File: src/eag_defines.vh
// Purpose: Constants for the metering configuration block.
// Assumes: Byte addresses are four times the printed register index.
// Notes: Definitions only.
`ifndef EAG_DEFINES_VH
`define EAG_DEFINES_VH
`define EAG_IDX_ACCUM        8'h0F
`define EAG_IDX_GAIN         8'h1B
`define EAG_IDX_CAL          8'h3D
`define EAG_IDX_STATUS       8'h40
`define EAG_IDX_MASK         8'h41
`define EAG_ADDR_W           10
`define EAG_RESP_OKAY        2'h0
`define EAG_RESP_SLVERR      2'h2
`define EAG_BIT_ICH          7
`define EAG_BIT_FAULTDIR     6
`define EAG_BIT_RSIGN        5
`define EAG_BIT_ASIGN        4
`define EAG_BIT_RABS         3
`define EAG_BIT_RSBA         2
`define EAG_BIT_APOS         1
`define EAG_BIT_AABS         0
`define EAG_GAIN_MAX         3'h4
`define EAG_VGAIN_HI         7
`define EAG_VGAIN_LO         5
`define EAG_IGAIN_HI         2
`define EAG_IGAIN_LO         0
`define EAG_SEL_HI           5
`define EAG_SEL_LO           4
`define EAG_SETTLE_RST       2'h0
`define EAG_SETTLE_STEP      2'h1
`define EAG_SETTLE_DONE      2'h3
`define EAG_BIT_SIGNLOC      3
`define EAG_BIT_GAIN_RSV     4
`define EAG_BIT_VGND         3
`define EAG_BIT_IGND         2
`define EAG_SEL_FORCE_A      2'h1
`define EAG_SEL_FORCE_B      2'h2
`define EAG_ST_FAULT         5
`define EAG_ST_RSIGN         4
`define EAG_ST_ASIGN         3
`define EAG_ST_MASK          8'h38
`define EAG_RST_BYTE         8'h00
`define EAG_PW               24
`endif

File: src/eag_config.v
// Notes on behaviour
// Bit 7 of accumulation mode reports the current input used under tamper.
// Bit 6 chooses fault event on entering fault or returning normal.
// Bit 5 chooses reactive sign event direction, clear means positive-to-negative.
// Bit 4 chooses active sign event direction, clear means positive-to-negative.
// Bit 3 accumulates absolute reactive power into register and pulse path.
// Bit 2 negates reactive power while active power is negative.
// Bit 1 accumulates only positive active power.
// Bit 0 accumulates absolute active power.
// Gain bits 7 to 5 set voltage gain 1 to 16.
// Gain bits 2 to 0 set current gain 1 to 16.
// Gain bit 3 selects sign detection on filtered power or pulses.
// Calibration bits 5 to 4 force input A, B or automatic.
// Calibration bit 3 grounds the voltage input.
// Calibration bit 2 grounds the current input.
// Software writes zero to calibration bits 7 to 6 and 1 to 0.
// Gain codes above 100 are reserved; gain bit 4 reads zero.
// Status bits 5, 4, 3 set on fault, reactive and active sign events.
// A set flag raises the interrupt only when its enable is one.
// Purpose: Accumulation, gain and calibration configuration with AXI4-Lite access.
// Assumes: Power samples are signed and arrive with a valid strobe on aclk.
// Notes: Write one to clear status; interrupt is a level.
`timescale 1ns/1ns
`include "eag_defines.vh"
module eag_config (
  input  wire                   aclk,
  input  wire                   aresetn,
  input  wire [`EAG_ADDR_W-1:0] s_axi_awaddr,
  input  wire [2:0]             s_axi_awprot,
  input  wire                   s_axi_awvalid,
  output wire                   s_axi_awready,
  input  wire [31:0]            s_axi_wdata,
  input  wire [3:0]             s_axi_wstrb,
  input  wire                   s_axi_wvalid,
  output wire                   s_axi_wready,
  output reg  [1:0]             s_axi_bresp,
  output reg                    s_axi_bvalid,
  input  wire                   s_axi_bready,
  input  wire [`EAG_ADDR_W-1:0] s_axi_araddr,
  input  wire [2:0]             s_axi_arprot,
  input  wire                   s_axi_arvalid,
  output wire                   s_axi_arready,
  output reg  [31:0]            s_axi_rdata,
  output reg  [1:0]             s_axi_rresp,
  output reg                    s_axi_rvalid,
  input  wire                   s_axi_rready,
  input  wire                   power_valid,
  input  wire [`EAG_PW-1:0]     active_power,
  input  wire [`EAG_PW-1:0]     reactive_power,
  input  wire                   energy_pulse_output,
  input  wire                   fault_mode_pin,
  input  wire                   tamper_use_b,
  output reg  [`EAG_PW-1:0]     active_accum_power,
  output reg  [`EAG_PW-1:0]     reactive_accum_power,
  output reg  [4:0]             voltage_gain,
  output reg  [4:0]             current_gain,
  output reg                    current_input_b,
  output reg                    voltage_input_ground,
  output reg                    current_input_ground,
  output wire                   irq
);
  reg  [7:0] accum_r;
  reg  [7:0] gain_r;
  reg  [7:0] cal_r;
  reg  [7:0] status_r;
  reg  [7:0] mask_r;
  reg        aw_held_r;
  reg        w_held_r;
  reg  [`EAG_ADDR_W-1:0] awaddr_r;
  reg  [7:0] wbyte_r;
  reg        fault_prev_r;
  reg  [1:0] settle_r;
  wire       fault_armed;
  wire       fault_s;
  wire       tamper_s;
  wire       a_neg;
  wire       r_neg;
  wire       sign_sample;
  wire       a_evt;
  wire       r_evt;
  wire       f_evt;
  wire       wr_go;
  wire [7:0] wr_idx;
  wire [7:0] rd_idx;
  wire       wr_hit;
  wire       rd_hit;
  reg  [7:0] rd_byte;
  reg  [7:0] set_bits;

  function [4:0] gain_decode;
    input [2:0] code;
    begin
      case (code)
        3'h0:    gain_decode = 5'h01;
        3'h1:    gain_decode = 5'h02;
        3'h2:    gain_decode = 5'h04;
        3'h3:    gain_decode = 5'h08;
        3'h4:    gain_decode = 5'h10;
        default: gain_decode = 5'h01;
      endcase
    end
  endfunction

  function is_mapped;
    input [7:0] idx;
    begin
      is_mapped = (idx == `EAG_IDX_ACCUM) || (idx == `EAG_IDX_GAIN) ||
                  (idx == `EAG_IDX_CAL) || (idx == `EAG_IDX_STATUS) ||
                  (idx == `EAG_IDX_MASK);
    end
  endfunction

  eag_sync u_sync_fault (
    .aclk    (aclk),
    .aresetn (aresetn),
    .din     (fault_mode_pin),
    .dout    (fault_s)
  );

  eag_sync u_sync_tamper (
    .aclk    (aclk),
    .aresetn (aresetn),
    .din     (tamper_use_b),
    .dout    (tamper_s)
  );

  assign a_neg = active_power[`EAG_PW-1];
  assign r_neg = reactive_power[`EAG_PW-1];
  // Sign detect location.
  assign sign_sample = gain_r[`EAG_BIT_SIGNLOC] ? (power_valid & energy_pulse_output)
                                                : power_valid;

  // Active sign direction.
  eag_sign_det u_det_active (
    .aclk       (aclk),
    .aresetn    (aresetn),
    .sample     (sign_sample),
    .negative   (a_neg),
    .rising_dir (accum_r[`EAG_BIT_ASIGN]),
    .event_p    (a_evt)
  );

  // Reactive sign direction.
  eag_sign_det u_det_react (
    .aclk       (aclk),
    .aresetn    (aresetn),
    .sample     (sign_sample),
    .negative   (r_neg),
    .rising_dir (accum_r[`EAG_BIT_RSIGN]),
    .event_p    (r_evt)
  );

  // Settle after reset.
  // A pin held in fault mode through reset must not look like a fresh edge.
  assign fault_armed = (settle_r == `EAG_SETTLE_DONE);
  // Fault event direction.
  assign f_evt = fault_armed && (fault_s != fault_prev_r) &&
                 (accum_r[`EAG_BIT_FAULTDIR] ? !fault_s : fault_s);

  assign s_axi_awready = !aw_held_r && !s_axi_bvalid;
  assign s_axi_wready  = !w_held_r && !s_axi_bvalid;
  assign s_axi_arready = !s_axi_rvalid;
  assign wr_go  = aw_held_r && w_held_r && !s_axi_bvalid;
  assign wr_idx = awaddr_r[`EAG_ADDR_W-1:2];
  assign rd_idx = s_axi_araddr[`EAG_ADDR_W-1:2];
  assign wr_hit = is_mapped(wr_idx);
  assign rd_hit = is_mapped(rd_idx);
  // Masked interrupt.
  assign irq = |(status_r & mask_r);

  always @* begin
    set_bits = `EAG_RST_BYTE;
    // Event flag setting.
    set_bits[`EAG_ST_FAULT] = f_evt;
    set_bits[`EAG_ST_RSIGN] = r_evt;
    set_bits[`EAG_ST_ASIGN] = a_evt;
  end

  always @* begin
    case (rd_idx)
      // Tamper input report.
      `EAG_IDX_ACCUM:  rd_byte = {tamper_s, accum_r[`EAG_BIT_FAULTDIR:0]};
      // Reserved bit reads zero.
      `EAG_IDX_GAIN:   rd_byte = gain_r & ~(8'h01 << `EAG_BIT_GAIN_RSV);
      `EAG_IDX_CAL:    rd_byte = cal_r;
      `EAG_IDX_STATUS: rd_byte = status_r;
      `EAG_IDX_MASK:   rd_byte = mask_r;
      default:         rd_byte = `EAG_RST_BYTE;
    endcase
  end

  always @(posedge aclk) begin
    if (!aresetn) begin
      aw_held_r    <= 1'b0;
      w_held_r     <= 1'b0;
      awaddr_r     <= {`EAG_ADDR_W{1'b0}};
      wbyte_r      <= `EAG_RST_BYTE;
      s_axi_bvalid <= 1'b0;
      s_axi_bresp  <= `EAG_RESP_OKAY;
      s_axi_rvalid <= 1'b0;
      s_axi_rresp  <= `EAG_RESP_OKAY;
      s_axi_rdata  <= 32'h00000000;
      accum_r      <= `EAG_RST_BYTE;
      gain_r       <= `EAG_RST_BYTE;
      cal_r        <= `EAG_RST_BYTE;
      status_r     <= `EAG_RST_BYTE;
      mask_r       <= `EAG_RST_BYTE;
      fault_prev_r <= 1'b0;
      settle_r     <= `EAG_SETTLE_RST;
    end else begin
      fault_prev_r <= fault_s;
      if (!fault_armed)
        settle_r <= settle_r + `EAG_SETTLE_STEP;
      if (s_axi_awvalid && s_axi_awready) begin
        aw_held_r <= 1'b1;
        awaddr_r  <= s_axi_awaddr;
      end
      if (s_axi_wvalid && s_axi_wready) begin
        w_held_r <= 1'b1;
        wbyte_r  <= s_axi_wstrb[0] ? s_axi_wdata[7:0] : `EAG_RST_BYTE;
      end
      if (s_axi_bvalid && s_axi_bready)
        s_axi_bvalid <= 1'b0;
      status_r <= status_r | set_bits;
      if (wr_go) begin
        aw_held_r    <= 1'b0;
        w_held_r     <= 1'b0;
        s_axi_bvalid <= 1'b1;
        s_axi_bresp  <= wr_hit ? `EAG_RESP_OKAY : `EAG_RESP_SLVERR;
        if (w_held_r) begin
          case (wr_idx)
            `EAG_IDX_ACCUM:  accum_r <= wbyte_r;
            // Reserved gain bit.
            `EAG_IDX_GAIN:   gain_r <= wbyte_r & ~(8'h01 << `EAG_BIT_GAIN_RSV);
            // Stored as written.
            `EAG_IDX_CAL:    cal_r <= wbyte_r;
            // Set wins over clear.
            `EAG_IDX_STATUS: status_r <= (status_r & ~wbyte_r) | set_bits;
            `EAG_IDX_MASK:   mask_r <= wbyte_r & `EAG_ST_MASK;
            default:         mask_r <= mask_r;
          endcase
        end
      end
      if (s_axi_rvalid && s_axi_rready)
        s_axi_rvalid <= 1'b0;
      if (s_axi_arvalid && s_axi_arready) begin
        s_axi_rvalid <= 1'b1;
        s_axi_rdata  <= {24'h000000, rd_byte};
        s_axi_rresp  <= rd_hit ? `EAG_RESP_OKAY : `EAG_RESP_SLVERR;
      end
    end
  end

  always @(posedge aclk) begin
    if (!aresetn) begin
      active_accum_power   <= {`EAG_PW{1'b0}};
      reactive_accum_power <= {`EAG_PW{1'b0}};
      voltage_gain         <= 5'h01;
      current_gain         <= 5'h01;
      current_input_b      <= 1'b0;
      voltage_input_ground <= 1'b0;
      current_input_ground <= 1'b0;
    end else begin
      // Absolute active.
      if (accum_r[`EAG_BIT_AABS])
        active_accum_power <= a_neg ? (~active_power + 1'b1) : active_power;
      // Positive-only active.
      else if (accum_r[`EAG_BIT_APOS])
        active_accum_power <= a_neg ? {`EAG_PW{1'b0}} : active_power;
      else
        active_accum_power <= active_power;
      // Absolute reactive.
      if (accum_r[`EAG_BIT_RABS])
        reactive_accum_power <= r_neg ? (~reactive_power + 1'b1) : reactive_power;
      // Reactive signed by active.
      else if (accum_r[`EAG_BIT_RSBA])
        reactive_accum_power <= a_neg ? (~reactive_power + 1'b1) : reactive_power;
      else
        reactive_accum_power <= reactive_power;
      // Voltage gain decode.
      voltage_gain <= gain_decode(gain_r[`EAG_VGAIN_HI:`EAG_VGAIN_LO]);
      // Current gain decode.
      current_gain <= gain_decode(gain_r[`EAG_IGAIN_HI:`EAG_IGAIN_LO]);
      // Input selection.
      case (cal_r[`EAG_SEL_HI:`EAG_SEL_LO])
        `EAG_SEL_FORCE_A: current_input_b <= 1'b0;
        `EAG_SEL_FORCE_B: current_input_b <= 1'b1;
        default:          current_input_b <= tamper_s;
      endcase
      // Voltage ground.
      voltage_input_ground <= cal_r[`EAG_BIT_VGND];
      // Current ground.
      current_input_ground <= cal_r[`EAG_BIT_IGND];
    end
  end
endmodule

File: src/eag_sign_det.v
// Purpose: Sign change detector with selectable direction.
// Assumes: Samples arrive as a strobe with a sign level.
// Notes: Output is a one-cycle pulse.
`timescale 1ns/1ns
module eag_sign_det (
  input  wire aclk,
  input  wire aresetn,
  input  wire sample,
  input  wire negative,
  input  wire rising_dir,
  output reg  event_p
);
  reg neg_r;
  reg seen_r;
  always @(posedge aclk) begin
    if (!aresetn) begin
      neg_r   <= 1'b0;
      seen_r  <= 1'b0;
      event_p <= 1'b0;
    end else begin
      event_p <= 1'b0;
      if (sample) begin
        neg_r  <= negative;
        seen_r <= 1'b1;
        if (seen_r && (neg_r != negative))
          event_p <= rising_dir ? neg_r : negative;
      end
    end
  end
endmodule

File: src/eag_sync.v
// Purpose: Two-flop synchroniser for an asynchronous level.
// Assumes: One clock, synchronous active-low reset.
// Notes: The first stage feeds only the second.
`timescale 1ns/1ns
module eag_sync (
  input  wire aclk,
  input  wire aresetn,
  input  wire din,
  output reg  dout
);
  reg meta_r;
  always @(posedge aclk) begin
    if (!aresetn) begin
      meta_r <= 1'b0;
      dout   <= 1'b0;
    end else begin
      meta_r <= din;
      dout   <= meta_r;
    end
  end
endmodule
File: config.mk
export PLATFORM = sky130hd
export DESIGN_NAME = eag_config
export DESIGN_NICKNAME = d
export VERILOG_FILES = /design/src/eag_config.v /design/src/eag_sign_det.v /design/src/eag_sync.v
export VERILOG_INCLUDE_DIRS = /design/src
export SDC_FILE = /design/constraint.sdc
export NUM_CORES = 1
export LEC_CHECK = 0
export ABC_AREA = 1
export BUFFER_PORTS_ARGS = -buffer_cell sky130_fd_sc_hd__buf_2
export CORE_ASPECT_RATIO = 1.5
export CORE_MARGIN = 4
export CORE_UTILIZATION = 25
export CTS_BUF_LIST = sky130_fd_sc_hd__clkbuf_2 sky130_fd_sc_hd__clkbuf_4 sky130_fd_sc_hd__clkbuf_8
export DETAILED_ROUTE_END_ITERATION = 12
export GPL_TIMING_DRIVEN = 0
export PLACE_DENSITY = 0.45
export SLEW_MARGIN = 40
export SYNTH_ARGS = -nofsm -noshare
export SYNTH_HDL_FRONTEND = slang
export SYNTH_HIERARCHICAL = 1
export SYNTH_SLANG_ARGS = --single-unit
File: constraint.sdc
create_clock -name aclk -period 1.7 [get_ports aclk]
set_input_delay 0.085 -clock aclk [delete_from_list [all_inputs] [get_ports aclk]]
set_output_delay 0.085 -clock aclk [all_outputs]
set_load 0.05 [all_outputs]
### Yosys cells after proc, flatten, opt, wreduce, memory -nomap -nowiden

Cells that the tools add are included.

* bitwise logic cells: 9
* reductions and logical operators: 36
* eq/ne operators: 24
* add/subtract/negate cells: 3
* multiplexer cells: 26

Operators by type and width (count)
* $mux W24: 7
* $add A24 B1 Y24 const B: 2
* $not A24 Y24: 2
* $pmux W5 S4: 2
* $pmux W8 S5: 1
* $eq A8 B7 Y1 const B: 4
* $mux W8: 4
* $mux W23: 1
* $reduce_and A3 Y1: 6
* $eq A8 B4 Y1 const B: 2
* $eq A8 B5 Y1 const B: 2
* $eq A8 B6 Y1 const B: 2
* $or A8 B6 Y8: 2
* $logic_and A1 B1 Y1: 13
* $eq A3 B2 Y1 const B: 4
* $and A8 B6 Y8: 1
* $and A8 B8 Y8: 1
* $logic_or A1 B1 Y1: 8
* $mux W1: 8
* $not A8 Y8: 1
* $reduce_or A8 Y1: 1
* $eq A3 B1 Y1 const B: 2
* $eq A3 B3 Y1 const B: 2
* $logic_not A1 Y1: 5
* other kinds (10): 15

* flip-flop bits (word level): 140
* logic and storage cells: 130
* output and inout port bits: 103
* input port bits: 121

### Longest topological paths before layout

Gate-level depths: netlist (run 1).

* depth in word-level cells: 7
* depth in mapped cells: 9
* gate-level depth less buffers: 9

### Modules after synthesis

Netlist (run 1), hierarchy kept.

By module, submodules not included
* eag_config: area an instance 5977.0 um^2, cells an instance 853, sequential area each 2542.4 um^2, instances 1
* eag_sign_det: area an instance 117.6 um^2, cells an instance 17, sequential area each 60.1 um^2, instances 2
* eag_sync: area an instance 55.1 um^2, cells an instance 6, sequential area each 40.0 um^2, instances 2

### Worst setup path before layout (run 1)

Ideal clock, no wire load.

* path type: reg2reg
* start point: register s_axi_bvalid
* end point: register awaddr_r[2]
* library setup time: 0.126 ns
* data required time: 1.574 ns
* stages on the path, launching flop included: 6
* arrival time: 1.825 ns
* path buffers: 1
* clock period less this slack: 1.951 ns
* path slack: -0.251 ns
* path through: dfxtp_1 nor2_1 nand2_1 clkbuf_1 o21ai_0 a21oi_1

* word-level cells in the longest chain between the ends: 3

Ends and longest elaborated chain
* start: declaration: line eag_config.v:37 `output reg s_axi_bvalid,`
* start signal: assignment: line eag_config.v:198 `s_axi_bvalid <= 1'b0;`
* start signal: assignment: line eag_config.v:223 `s_axi_bvalid <= 1'b0;`
* start signal: assignment: line eag_config.v:228 `s_axi_bvalid <= 1'b1;`
* $logic_not A1 Y1: line eag_config.v:160 `assign s_axi_awready = !aw_held_r && !s_axi_bvalid;`
* $logic_and A1 B1 Y1: line eag_config.v:160
* via s_axi_awready: line eag_config.v:31 `output wire s_axi_awready,`
* $logic_and A1 B1 Y1: line eag_config.v:214 `if (s_axi_awvalid && s_axi_awready) begin`
* end signal: assignment: line eag_config.v:196 `` awaddr_r <= {`EAG_ADDR_W{1'b0}}; ``
* end signal: assignment: line eag_config.v:216 `awaddr_r <= s_axi_awaddr;`
* end: declaration: line eag_config.v:69 `` reg [`EAG_ADDR_W-1:0] awaddr_r; ``

The timed path passes the listed nets, and every way through them passes these cells.
A chain may end at the register's enable or synchronous reset.

### Worst setup path after layout (run 1)

* start point: register gain_r[3]
* end point: register u_det_react.neg_r

* word-level cells in the longest chain between the ends: 1

Ends and longest elaborated chain
* start: declaration: line eag_config.v:63 `reg [7:0] gain_r;`
* start signal: assignment: line eag_config.v:204 `` gain_r <= `EAG_RST_BYTE; ``
* start signal: assignment: line eag_config.v:234 `` `EAG_IDX_GAIN: gain_r <= wbyte_r & ~(8'h01 << `EAG_BIT_GAIN_RSV); ``
* $mux W1: line eag_config.v:130 `` assign sign_sample = gain_r[`EAG_BIT_SIGNLOC] ? (power_valid & energy_pulse_output) ``
* via sign_sample: line eag_config.v:78 `wire sign_sample;`
* end signal: assignment: line eag_sign_det.v:23 `neg_r <= negative;`
* end: declaration: line eag_sign_det.v:13 `reg neg_r;`

The timed path passes the listed nets, and every way through them passes these cells.

==> results of run 1 <==
[worst min-delay path, cell delays in order]
cell and delay [ps]:
sky130_fd_sc_hd__buf_2 80, sky130_fd_sc_hd__o21a_2 200, sky130_fd_sc_hd__a21oi_1 80
[cell usage in the layout, fill, tap and decap left out, types with 7 or more instances in the layout]
| master | count |
|---|---|
| sky130_fd_sc_hd__nand4_1 | 17 |
| sky130_fd_sc_hd__inv_1 | 103 |
| sky130_fd_sc_hd__dfxtp_1 | 135 |
| sky130_fd_sc_hd__nor2_1 | 103 |
| sky130_fd_sc_hd__o21ai_0 | 51 |
| sky130_fd_sc_hd__nand2_1 | 172 |
| sky130_fd_sc_hd__nor2_2 | 13 |
| sky130_fd_sc_hd__nand3_1 | 83 |
| sky130_fd_sc_hd__clkbuf_8 | 17 |
| sky130_fd_sc_hd__clkbuf_1 | 14 |
| sky130_fd_sc_hd__buf_4 | 30 |
| sky130_fd_sc_hd__nand2_2 | 7 |
| sky130_fd_sc_hd__dlygate4sd3_1 | 79 |
| sky130_fd_sc_hd__nor3_1 | 10 |
| sky130_fd_sc_hd__a21oi_1 | 88 |
| sky130_fd_sc_hd__o21ai_1 | 10 |
| sky130_fd_sc_hd__buf_2 | 166 |
| sky130_fd_sc_hd__conb_1 | 26 |
| sky130_fd_sc_hd__o211ai_1 | 7 |
[metrics by stage]
stage | setup WS, ps | hold WS, ps | power (uW) | util
after floorplan | 8.297 | 178.5 | 4315 | -
after global placement | -214.1 | 285.8 | 4683 | 0.3057
after detailed placement | -209.9 | 283.9 | 4688 | 0.3057
after CTS | 17.16 | 3.361 | 7539 | 0.3531
after global routing | -41.94 | 17.18 | 7786 | 0.3546
final | 73.88 | 31.50 | 7427 | 0.3546
[cells by family (layout without fill, tap and decap cells)]
logic type / Yosys count / after routing / synth area share
adders and majority gates: 5 / 5 / 0.009895
other: 1 / 26 / 0.0005931
and+or+nand+nor: 415 / 415 / 0.2878
AOI/OAI and AO/OA: 178 / 178 / 0.1520
buffers and inverters: 162 / 435 / 0.1146
xor gates and xnor gates: 1 / 1 / 0.001386
DFF: 137 / 137 / 0.4338
[worst paths after layout]
path / from / end / slack (ps) / cells past startpoint
min: power_valid / u_det_active/neg_r / 30 / 3
min reg2reg: u_sync_tamper/meta_r / u_sync_tamper/dout / 410 / 2
max reg2reg: gain_r[3] / u_det_react/neg_r / 70 / 5
max: gain_r[3] / u_det_react/neg_r / 70 / 5
[power groups by stage]
stage | sequential, uW | clock, uW | combinational [uW]
6_report | 3430 | 2680 | 1320
4_1_cts | 3430 | 2780 | 1330
2_1_floorplan | 3730 | 0 | 586
5_1_grt | 3440 | 2890 | 1450
3_3_place_gp | 3500 | 0 | 1180
3_5_place_dp | 3500 | 0 | 1190
[metal layers]
metal	part of all wire	routed length (um)	vias up	GRT usage
li1	-	-	3452	-
met1	0.38	8549	3006	0.1664
met2	0.55	12320	179	0.3099
met3	0.040	898	26	0.02752
met4	0.024	527	0	0.05862
met5	0	0	-	0
[what timing repair did]
item	in CTS	in global routing
setup buffers	1	2
hold buffers	79	0
resized for setup	1	5
setup endpoints to repair	2	15
pin swaps	1	1
endpoints found under the hold margin	74	0
[cell type report]
type,instances,area [um2]
fillers,2676,16110
multi-input cells,625,2968
flip-flops and latches,137,2745
repair buffers,241,1622
inverters,112,426.7
well taps,328,410.4
plain buffers,50,301.5
clock buffers,18,241.5
clock inverters,14,137.6
[sequential cells by signal (all words and copies together), names as in the netlist, 2 cells and up]
register / count
awaddr_r: 8
current_gain: 5
s_axi_rdata: 8
voltage_gain: 5
gain_r: 7
reactive_accum_power: 24
active_accum_power: 24
mask_r: 3
settle_r: 2
wbyte_r: 8
cal_r: 8
accum_r: 7
status_r: 8
==> impl_metrics.sql, run 1 <==
INSERT INTO impl_metrics (metric_group, metric, value, unit) VALUES
('worst_hold_path', 'hold_path_class', 'input pin to flop', ''),
('synth', 'post-synth-top-area-cell', 'sky130_fd_sc_hd__dfxtp_1', ''),
('sta', 'final.setup.tns', '0', 'ps'),
('sta', 'timing.final.setup_violations', '0', ''),
('floorplan', 'std_cell_rows', '71', ''),
('synth', 'synth_async_sr_flop_share', '0', ''),
('cells_and_area', 'design_area', '0.008852', 'mm2'),
('global_routing', 'grt_pass1_wl', '34250', 'um'),
('floorplan', 'die-width', '137.8', 'um'),
('synth', 'number_of_distinct_library_cell_variants_in_the_gate_level_netlist_after_synthesis', '40', ''),
('sta', 'relSlewSlack', '0.4883', ''),
('power_and_ir_drop', 'power_switching', '2445', 'uW'),
('worst_setup_path', 'worst_path_max_delay_cell', 'sky130_fd_sc_hd__dlygate4sd3_1', ''),
('cells_and_area', 'ratio_of_cells_with_drive_above_1_in_the_final_layout', '0.2247', ''),
('cts', 'sinks_on_clock_net', '137', ''),
('synth', 'synth_enable_flop_cells', '0', ''),
('placement', 'placement.cell_area', '0.007632', 'mm2'),
('synth', 'syn_area', '0.006322', 'mm2'),
('drt', 'post_drt_wl_per_cell', '14.62', 'um'),
('synth', 'ys_warn_count', '6', ''),
('power_and_ir_drop', 'power.sequential.fraction', '0.461', ''),
('run', 'timing.max_cap.violations', '0', ''),
('placement', 'dpl.cell_count', '1411', ''),
('cells_and_area', 'antenna-diode-count', '0', ''),
('power_and_ir_drop', 'p_int', '4982', 'uW'),
('sta', 'maxSlewViolCount', '0', ''),
('cells_and_area', 'num-nets-final', '1310', ''),
('cells_and_area', 'final-instance-count-excl-fill', '1525', ''),
('cts', 'clock_insertion_delay_worst_skew', '460', 'ps'),
('status', 'run_status', 'completed', ''),
('sta', 'finalClockSkew', '18.80', 'ps'),
('drt', 'pre_repair_dr_iteration_count', '5', ''),
('worst_setup_path', 'critical_path_class', 'flop to flop', ''),
('drt', 'detail_route.vias_per_cell', '4.369', ''),
('synth', 'ys_ff_latch', '137', ''),
('cts', 'maximum_clock_insertion_buffer_count', '2', ''),
('synth', 'most_common_cell_in_the_netlist', 'sky130_fd_sc_hd__nand2_1', ''),
('global_routing', 'grt_remaining_overflow', '0', ''),
('worst_setup_path', 'endpoint_required_time_on_the_critical_path', '2050', 'ps'),
('power_and_ir_drop', 'power.ir.vdd_worst', '0.4471', 'mV'),
('sta', 'report.final.hold_viol_count', '0', ''),
('sta', 'period_needed', '1626', 'ps'),
('worst_setup_path', 'path_delay_family', 'buffers and inverters', ''),
('placement', 'finalWeightedCongestion', '0.8613', ''),
('worst_setup_path', 'timing.critical_path.arrival', '1970', 'ps'),
('placement', 'hpwl_after_detailed_placement', '17010', 'um'),
('floorplan', 'floorplan.io_pins', '224', ''),
('floorplan', 'initial_core_util', '0.2533', ''),
('cts', 'root_buffer', 'sky130_fd_sc_hd__clkbuf_8', ''),
('drt', 'post-route-drc-count', '0', ''),
('synth', 'synthTopCellsByCount', 'sky130_fd_sc_hd__nand2_1, sky130_fd_sc_hd__dfxtp_1, sky130_fd_sc_hd__nor2_1, sky130_fd_sc_hd__inv_1, sky130_fd_sc_hd__a21oi_1', ''),
('floorplan', 'die_height', '202.8', 'um'),
('global_routing', 'gr-usage-all-layers', '0.1596', ''),
('worst_setup_path', 'crit_path_end_kind', 'flop', ''),
('worst_setup_path', 'crit_path_cell_trace', 'inv_1 -> o21a_2 -> o21ai_0 -> a21oi_1 -> dlygate4sd3_1', ''),
('synth', 'prevailing_post_synth_register_cell', 'sky130_fd_sc_hd__dfxtp_1', ''),
('floorplan', 'fp.coreArea', '0.02496', 'mm2'),
('cts', 'cts_inserted_buffers', '17', ''),
('global_routing', 'grt_antenna_before_repair', '0', ''),
('drt', 'postRouteAntennaNets', '0', ''),
('power_and_ir_drop', 'pwr_density_cell', '838.9', 'mW/mm2'),
('power_and_ir_drop', 'power_leakage', '0.004115', 'uW'),
('worst_setup_path', 'timing.critical_path.from_type', 'flop', ''),
('power_and_ir_drop', 'clkPwrFrac', '0.361', ''),
('global_routing', 'grt_pass1_vias', '6690', ''),
('global_routing', 'grt_start_max_net_pins', '17', ''),
('drt', 'drt-initial-drc-count', '395', ''),
('sta', 'worstMarginPinSlew', '767.5', 'ps'),
('placement', 'buffer_ports.inserted', '159', ''),
('synth', 'seq_area_frac_synth', '0.4338', ''),
('sta', 'layout_worst_path_cycle_share', '0.9565', '');
Power figures use the tool's default switching activity.
==> inputs of run 2 (changes only) <==
--- a/config.mk
+++ b/config.mk
@@ -15,6 +15,7 @@
 export DETAILED_ROUTE_END_ITERATION = 12
 export GPL_TIMING_DRIVEN = 0
 export PLACE_DENSITY = 0.45
+export REMOVE_ABC_BUFFERS = 1
 export SLEW_MARGIN = 40
 export SYNTH_ARGS = -nofsm -noshare
 export SYNTH_HDL_FRONTEND = slang
==> impl_metrics.sql, run 2 (synthesized netlist as in run 1, its figures left out) <==
INSERT INTO impl_metrics (metric_group, metric, value, unit) VALUES
('worst_setup_path', 'crit_fanout', '2', ''),
('worst_setup_path', 'worst_path_max_delay_cell', 'sky130_fd_sc_hd__dfxtp_1', ''),
('sta', 'rsz_0062_raised_after_global_routing', 'false', ''),
('run', 'timing.max_cap.violations', '0', ''),
('global_routing', 'grt_pass1_vias', '6355', ''),
('cells_and_area', 'utilization', '0.3454', ''),
('drt', 'pre_repair_dr_iteration_count', '7', ''),
('global_routing', 'gr-usage-all-layers', '0.1454', ''),
('drt', 'post-route-drc-count', '0', ''),
('power_and_ir_drop', 'pwr_density_cell', '889.5', 'mW/mm2'),
('drt', 'post_drt_wl_per_cell', '13.53', 'um'),
('power_and_ir_drop', 'power_switching', '2250', 'uW'),
('cts', 'clkSlewWorstSetupHoldPaths', '80', 'ps'),
('cells_and_area', 'ratio_of_cells_with_drive_above_1_in_the_final_layout', '0.2049', ''),
('cts', 'clock_insertion_delay_worst_skew', '450', 'ps'),
('worst_setup_path', 'ff2ff_setup_slack', '190', 'ps'),
('drt', 'drt-initial-drc-count', '234', ''),
('drt', 'detail_route.vias_per_cell', '4.374', ''),
('placement', 'buffer_ports.inserted', '160', ''),
('power_and_ir_drop', 'power_leakage', '0.003977', 'uW'),
('sta', 'worstMarginPinSlew', '602.4', 'ps'),
('cells_and_area', 'design_area', '0.008622', 'mm2'),
('drt', 'vias', '6452', ''),
('cts', 'cts_inserted_buffers', '17', ''),
('floorplan', 'die-width', '137.8', 'um'),
('floorplan', 'die_height', '202.8', 'um'),
('placement', 'hpwl_after_detailed_placement', '14590', 'um'),
('placement', 'placement.setup.worst_slack', '-372.3', 'ps'),
('power_and_ir_drop', 'share_comb_of_total_power', '0.163', ''),
('power_and_ir_drop', 'power.ir.vdd_worst', '0.4337', 'mV'),
('floorplan', 'std_cell_rows', '71', ''),
('cells_and_area', 'most_common_library_cell_in_the_layout_ignoring_fill_and_taps', 'sky130_fd_sc_hd__nand2_1', ''),
('floorplan', 'fp.coreArea', '0.02496', 'mm2'),
('global_routing', 'grt_pass1_wl', '31880', 'um'),
('global_routing', 'grt_remaining_overflow', '0', ''),
('worst_setup_path', 'timing.critical_path.from_type', 'flop', ''),
('cts', 'sinks_on_clock_net', '137', ''),
('worst_setup_path', 'endpoint_required_time_on_the_critical_path', '1620', 'ps'),
('placement', 'finalWeightedCongestion', '0.7930', ''),
('floorplan', 'floorplan.io_pins', '224', ''),
('global_routing', 'grt_start_max_net_pins', '56', ''),
('cells_and_area', 'num-nets-final', '1260', ''),
('worst_setup_path', 'timing.critical_path.arrival', '1470', 'ps'),
('cells_and_area', 'antenna-diode-count', '0', ''),
('drt', 'postRouteAntennaNets', '0', ''),
('sta', 'final.setup.worst_slack', '143.5', 'ps'),
('worst_setup_path', 'cpPeakStageDelay', '350', 'ps'),
('power_and_ir_drop', 'switching_share', '0.2934', ''),
('sta', 'period_needed', '1557', 'ps'),
('sta', 'maxSlewViolCount', '0', ''),
('cells_and_area', 'largest_registers', 'active_accum_power: 24 flops, reactive_accum_power: 24 flops', ''),
('worst_setup_path', 'crit_path_end_kind', 'primary output', ''),
('cells_and_area', 'syn_to_final_growth', '36.37', '%'),
('sta', 'relSlewSlack', '0.5984', ''),
('status', 'run_status', 'completed', ''),
('cts', 'cts_tree', 'built', ''),
('sta', 'timing.final.setup_violations', '0', ''),
('floorplan', 'initial_core_util', '0.2533', ''),
('sta', 'layout_worst_path_cycle_share', '0.9156', ''),
('power_and_ir_drop', 'p_int', '5419', 'uW'),
('power_and_ir_drop', 'clkPwrFrac', '0.391', ''),
('floorplan', 'fp.dieArea', '0.02795', 'mm2'),
('global_routing', 'grt_antenna_before_repair', '2', ''),
('power_and_ir_drop', 'total_power', '7669', 'uW'),
('cts', 'root_buffer', 'sky130_fd_sc_hd__clkbuf_8', ''),
('cts', 'maximum_clock_insertion_buffer_count', '2', ''),
('sta', 'report.final.hold_viol_count', '0', ''),
('worst_setup_path', 'critical_path_class', 'flop to primary output', ''),
('cells_and_area', 'most-common-layout-cells', 'sky130_fd_sc_hd__nand2_1, sky130_fd_sc_hd__buf_2, sky130_fd_sc_hd__dfxtp_1', ''),
('cts', 'htreeDepth', '4', ''),
('drt', 'wl', '19960', 'um'),
('worst_hold_path', 'hold_path_class', 'input pin to flop', ''),
('worst_setup_path', 'crit_path_cell_trace', 'inv_1 -> o221ai_1 -> buf_2', ''),
('sta', 'achievable-frequency', '642.4', 'MHz'),
('placement', 'placement.cell_area', '0.007363', 'mm2'),
('power_and_ir_drop', 'power.sequential.fraction', '0.446', ''),
('sta', 'finalClockSkew', '8.695', 'ps');
run 2: cell count changes in the layout (fill, tap and decap cells not counted), moves of 2 or more:
cell / before / now
sky130_fd_sc_hd__clkinv_2: 0 / 3
sky130_fd_sc_hd__clkbuf_1: 14 / 0
sky130_fd_sc_hd__clkbuf_4: 1 / 3
sky130_fd_sc_hd__clkinvlp_4: 6 / 2
sky130_fd_sc_hd__nand2_1: 172 / 170
sky130_fd_sc_hd__nor2_1: 103 / 106
sky130_fd_sc_hd__nor2_2: 13 / 11
sky130_fd_sc_hd__buf_2: 166 / 160
sky130_fd_sc_hd__bufinv_16: 1 / 4
sky130_fd_sc_hd__inv_1: 103 / 105
sky130_fd_sc_hd__buf_4: 30 / 4
sky130_fd_sc_hd__dlygate4sd3_1: 79 / 75
sky130_fd_sc_hd__inv_2: 6 / 4
sky130_fd_sc_hd__inv_6: 6 / 0
run 2: stage by stage:
stage               hold slack, ps  TNS [ps]  cells
finish                       48.91         0   1475
global route                 67.18         0   1475
CTS                          18.13         0   1471
detailed placement           276.3     -2924   1363
global placement             279.0   -103550   1362
floorplan                    178.5     -6772    874
run 2: timing repair:
item,CTS,global route
pin swaps,0,2
buffers inserted,0,4
setup endpoints to repair,7,27
hold endpoints to repair,71,0
cloned,0,0
hold buffers,76,0
resized for setup,2,6
run 2: power groups by stage:
stage	sequential, uW	combinational [uW]	clock [uW]
floorplan	3730	507	0
global placement	3500	1100	0
detailed placement	3500	1110	0
CTS	3430	1260	3120
global route	3440	1370	3270
finish	3420	1250	3000
run 2: final timing paths:
kind / startpoint / endpoint / depth (start not counted)
setup reg to reg: accum_r[3] / reactive_accum_power[2] / 7
setup / recovery: mask_r[4] / irq / 3
hold reg to reg: u_sync_fault/meta_r / u_sync_fault/dout / 2
hold / removal: reactive_power[5] / reactive_accum_power[5] / 4
run 2: area by class of cell:
cell class,count,area (um2)
fill,2711,16340
clock buffer,21,270.3
sequential,137,2744
multi-input combinational,625,2979
tap,328,410.4
inverter,112,426.7
clock inverter,11,171.4
timing repair buffer,241,1620
run 2: per-layer routing:
metal	vias up	global-route usage	part of all wire
li1	3362	-	-
met1	2899	0.1573	0.40
met2	159	0.2706	0.52
met3	28	0.03594	0.055
met4	4	0.04838	0.018
met5	-	0	0.0013
run 2: critical path: cells and delay by family, from the launching register on:
kind / cells / cell delay, ps
compound gates: 1 / 280
flops: 1 / 350
buf+inv: 2 / 390
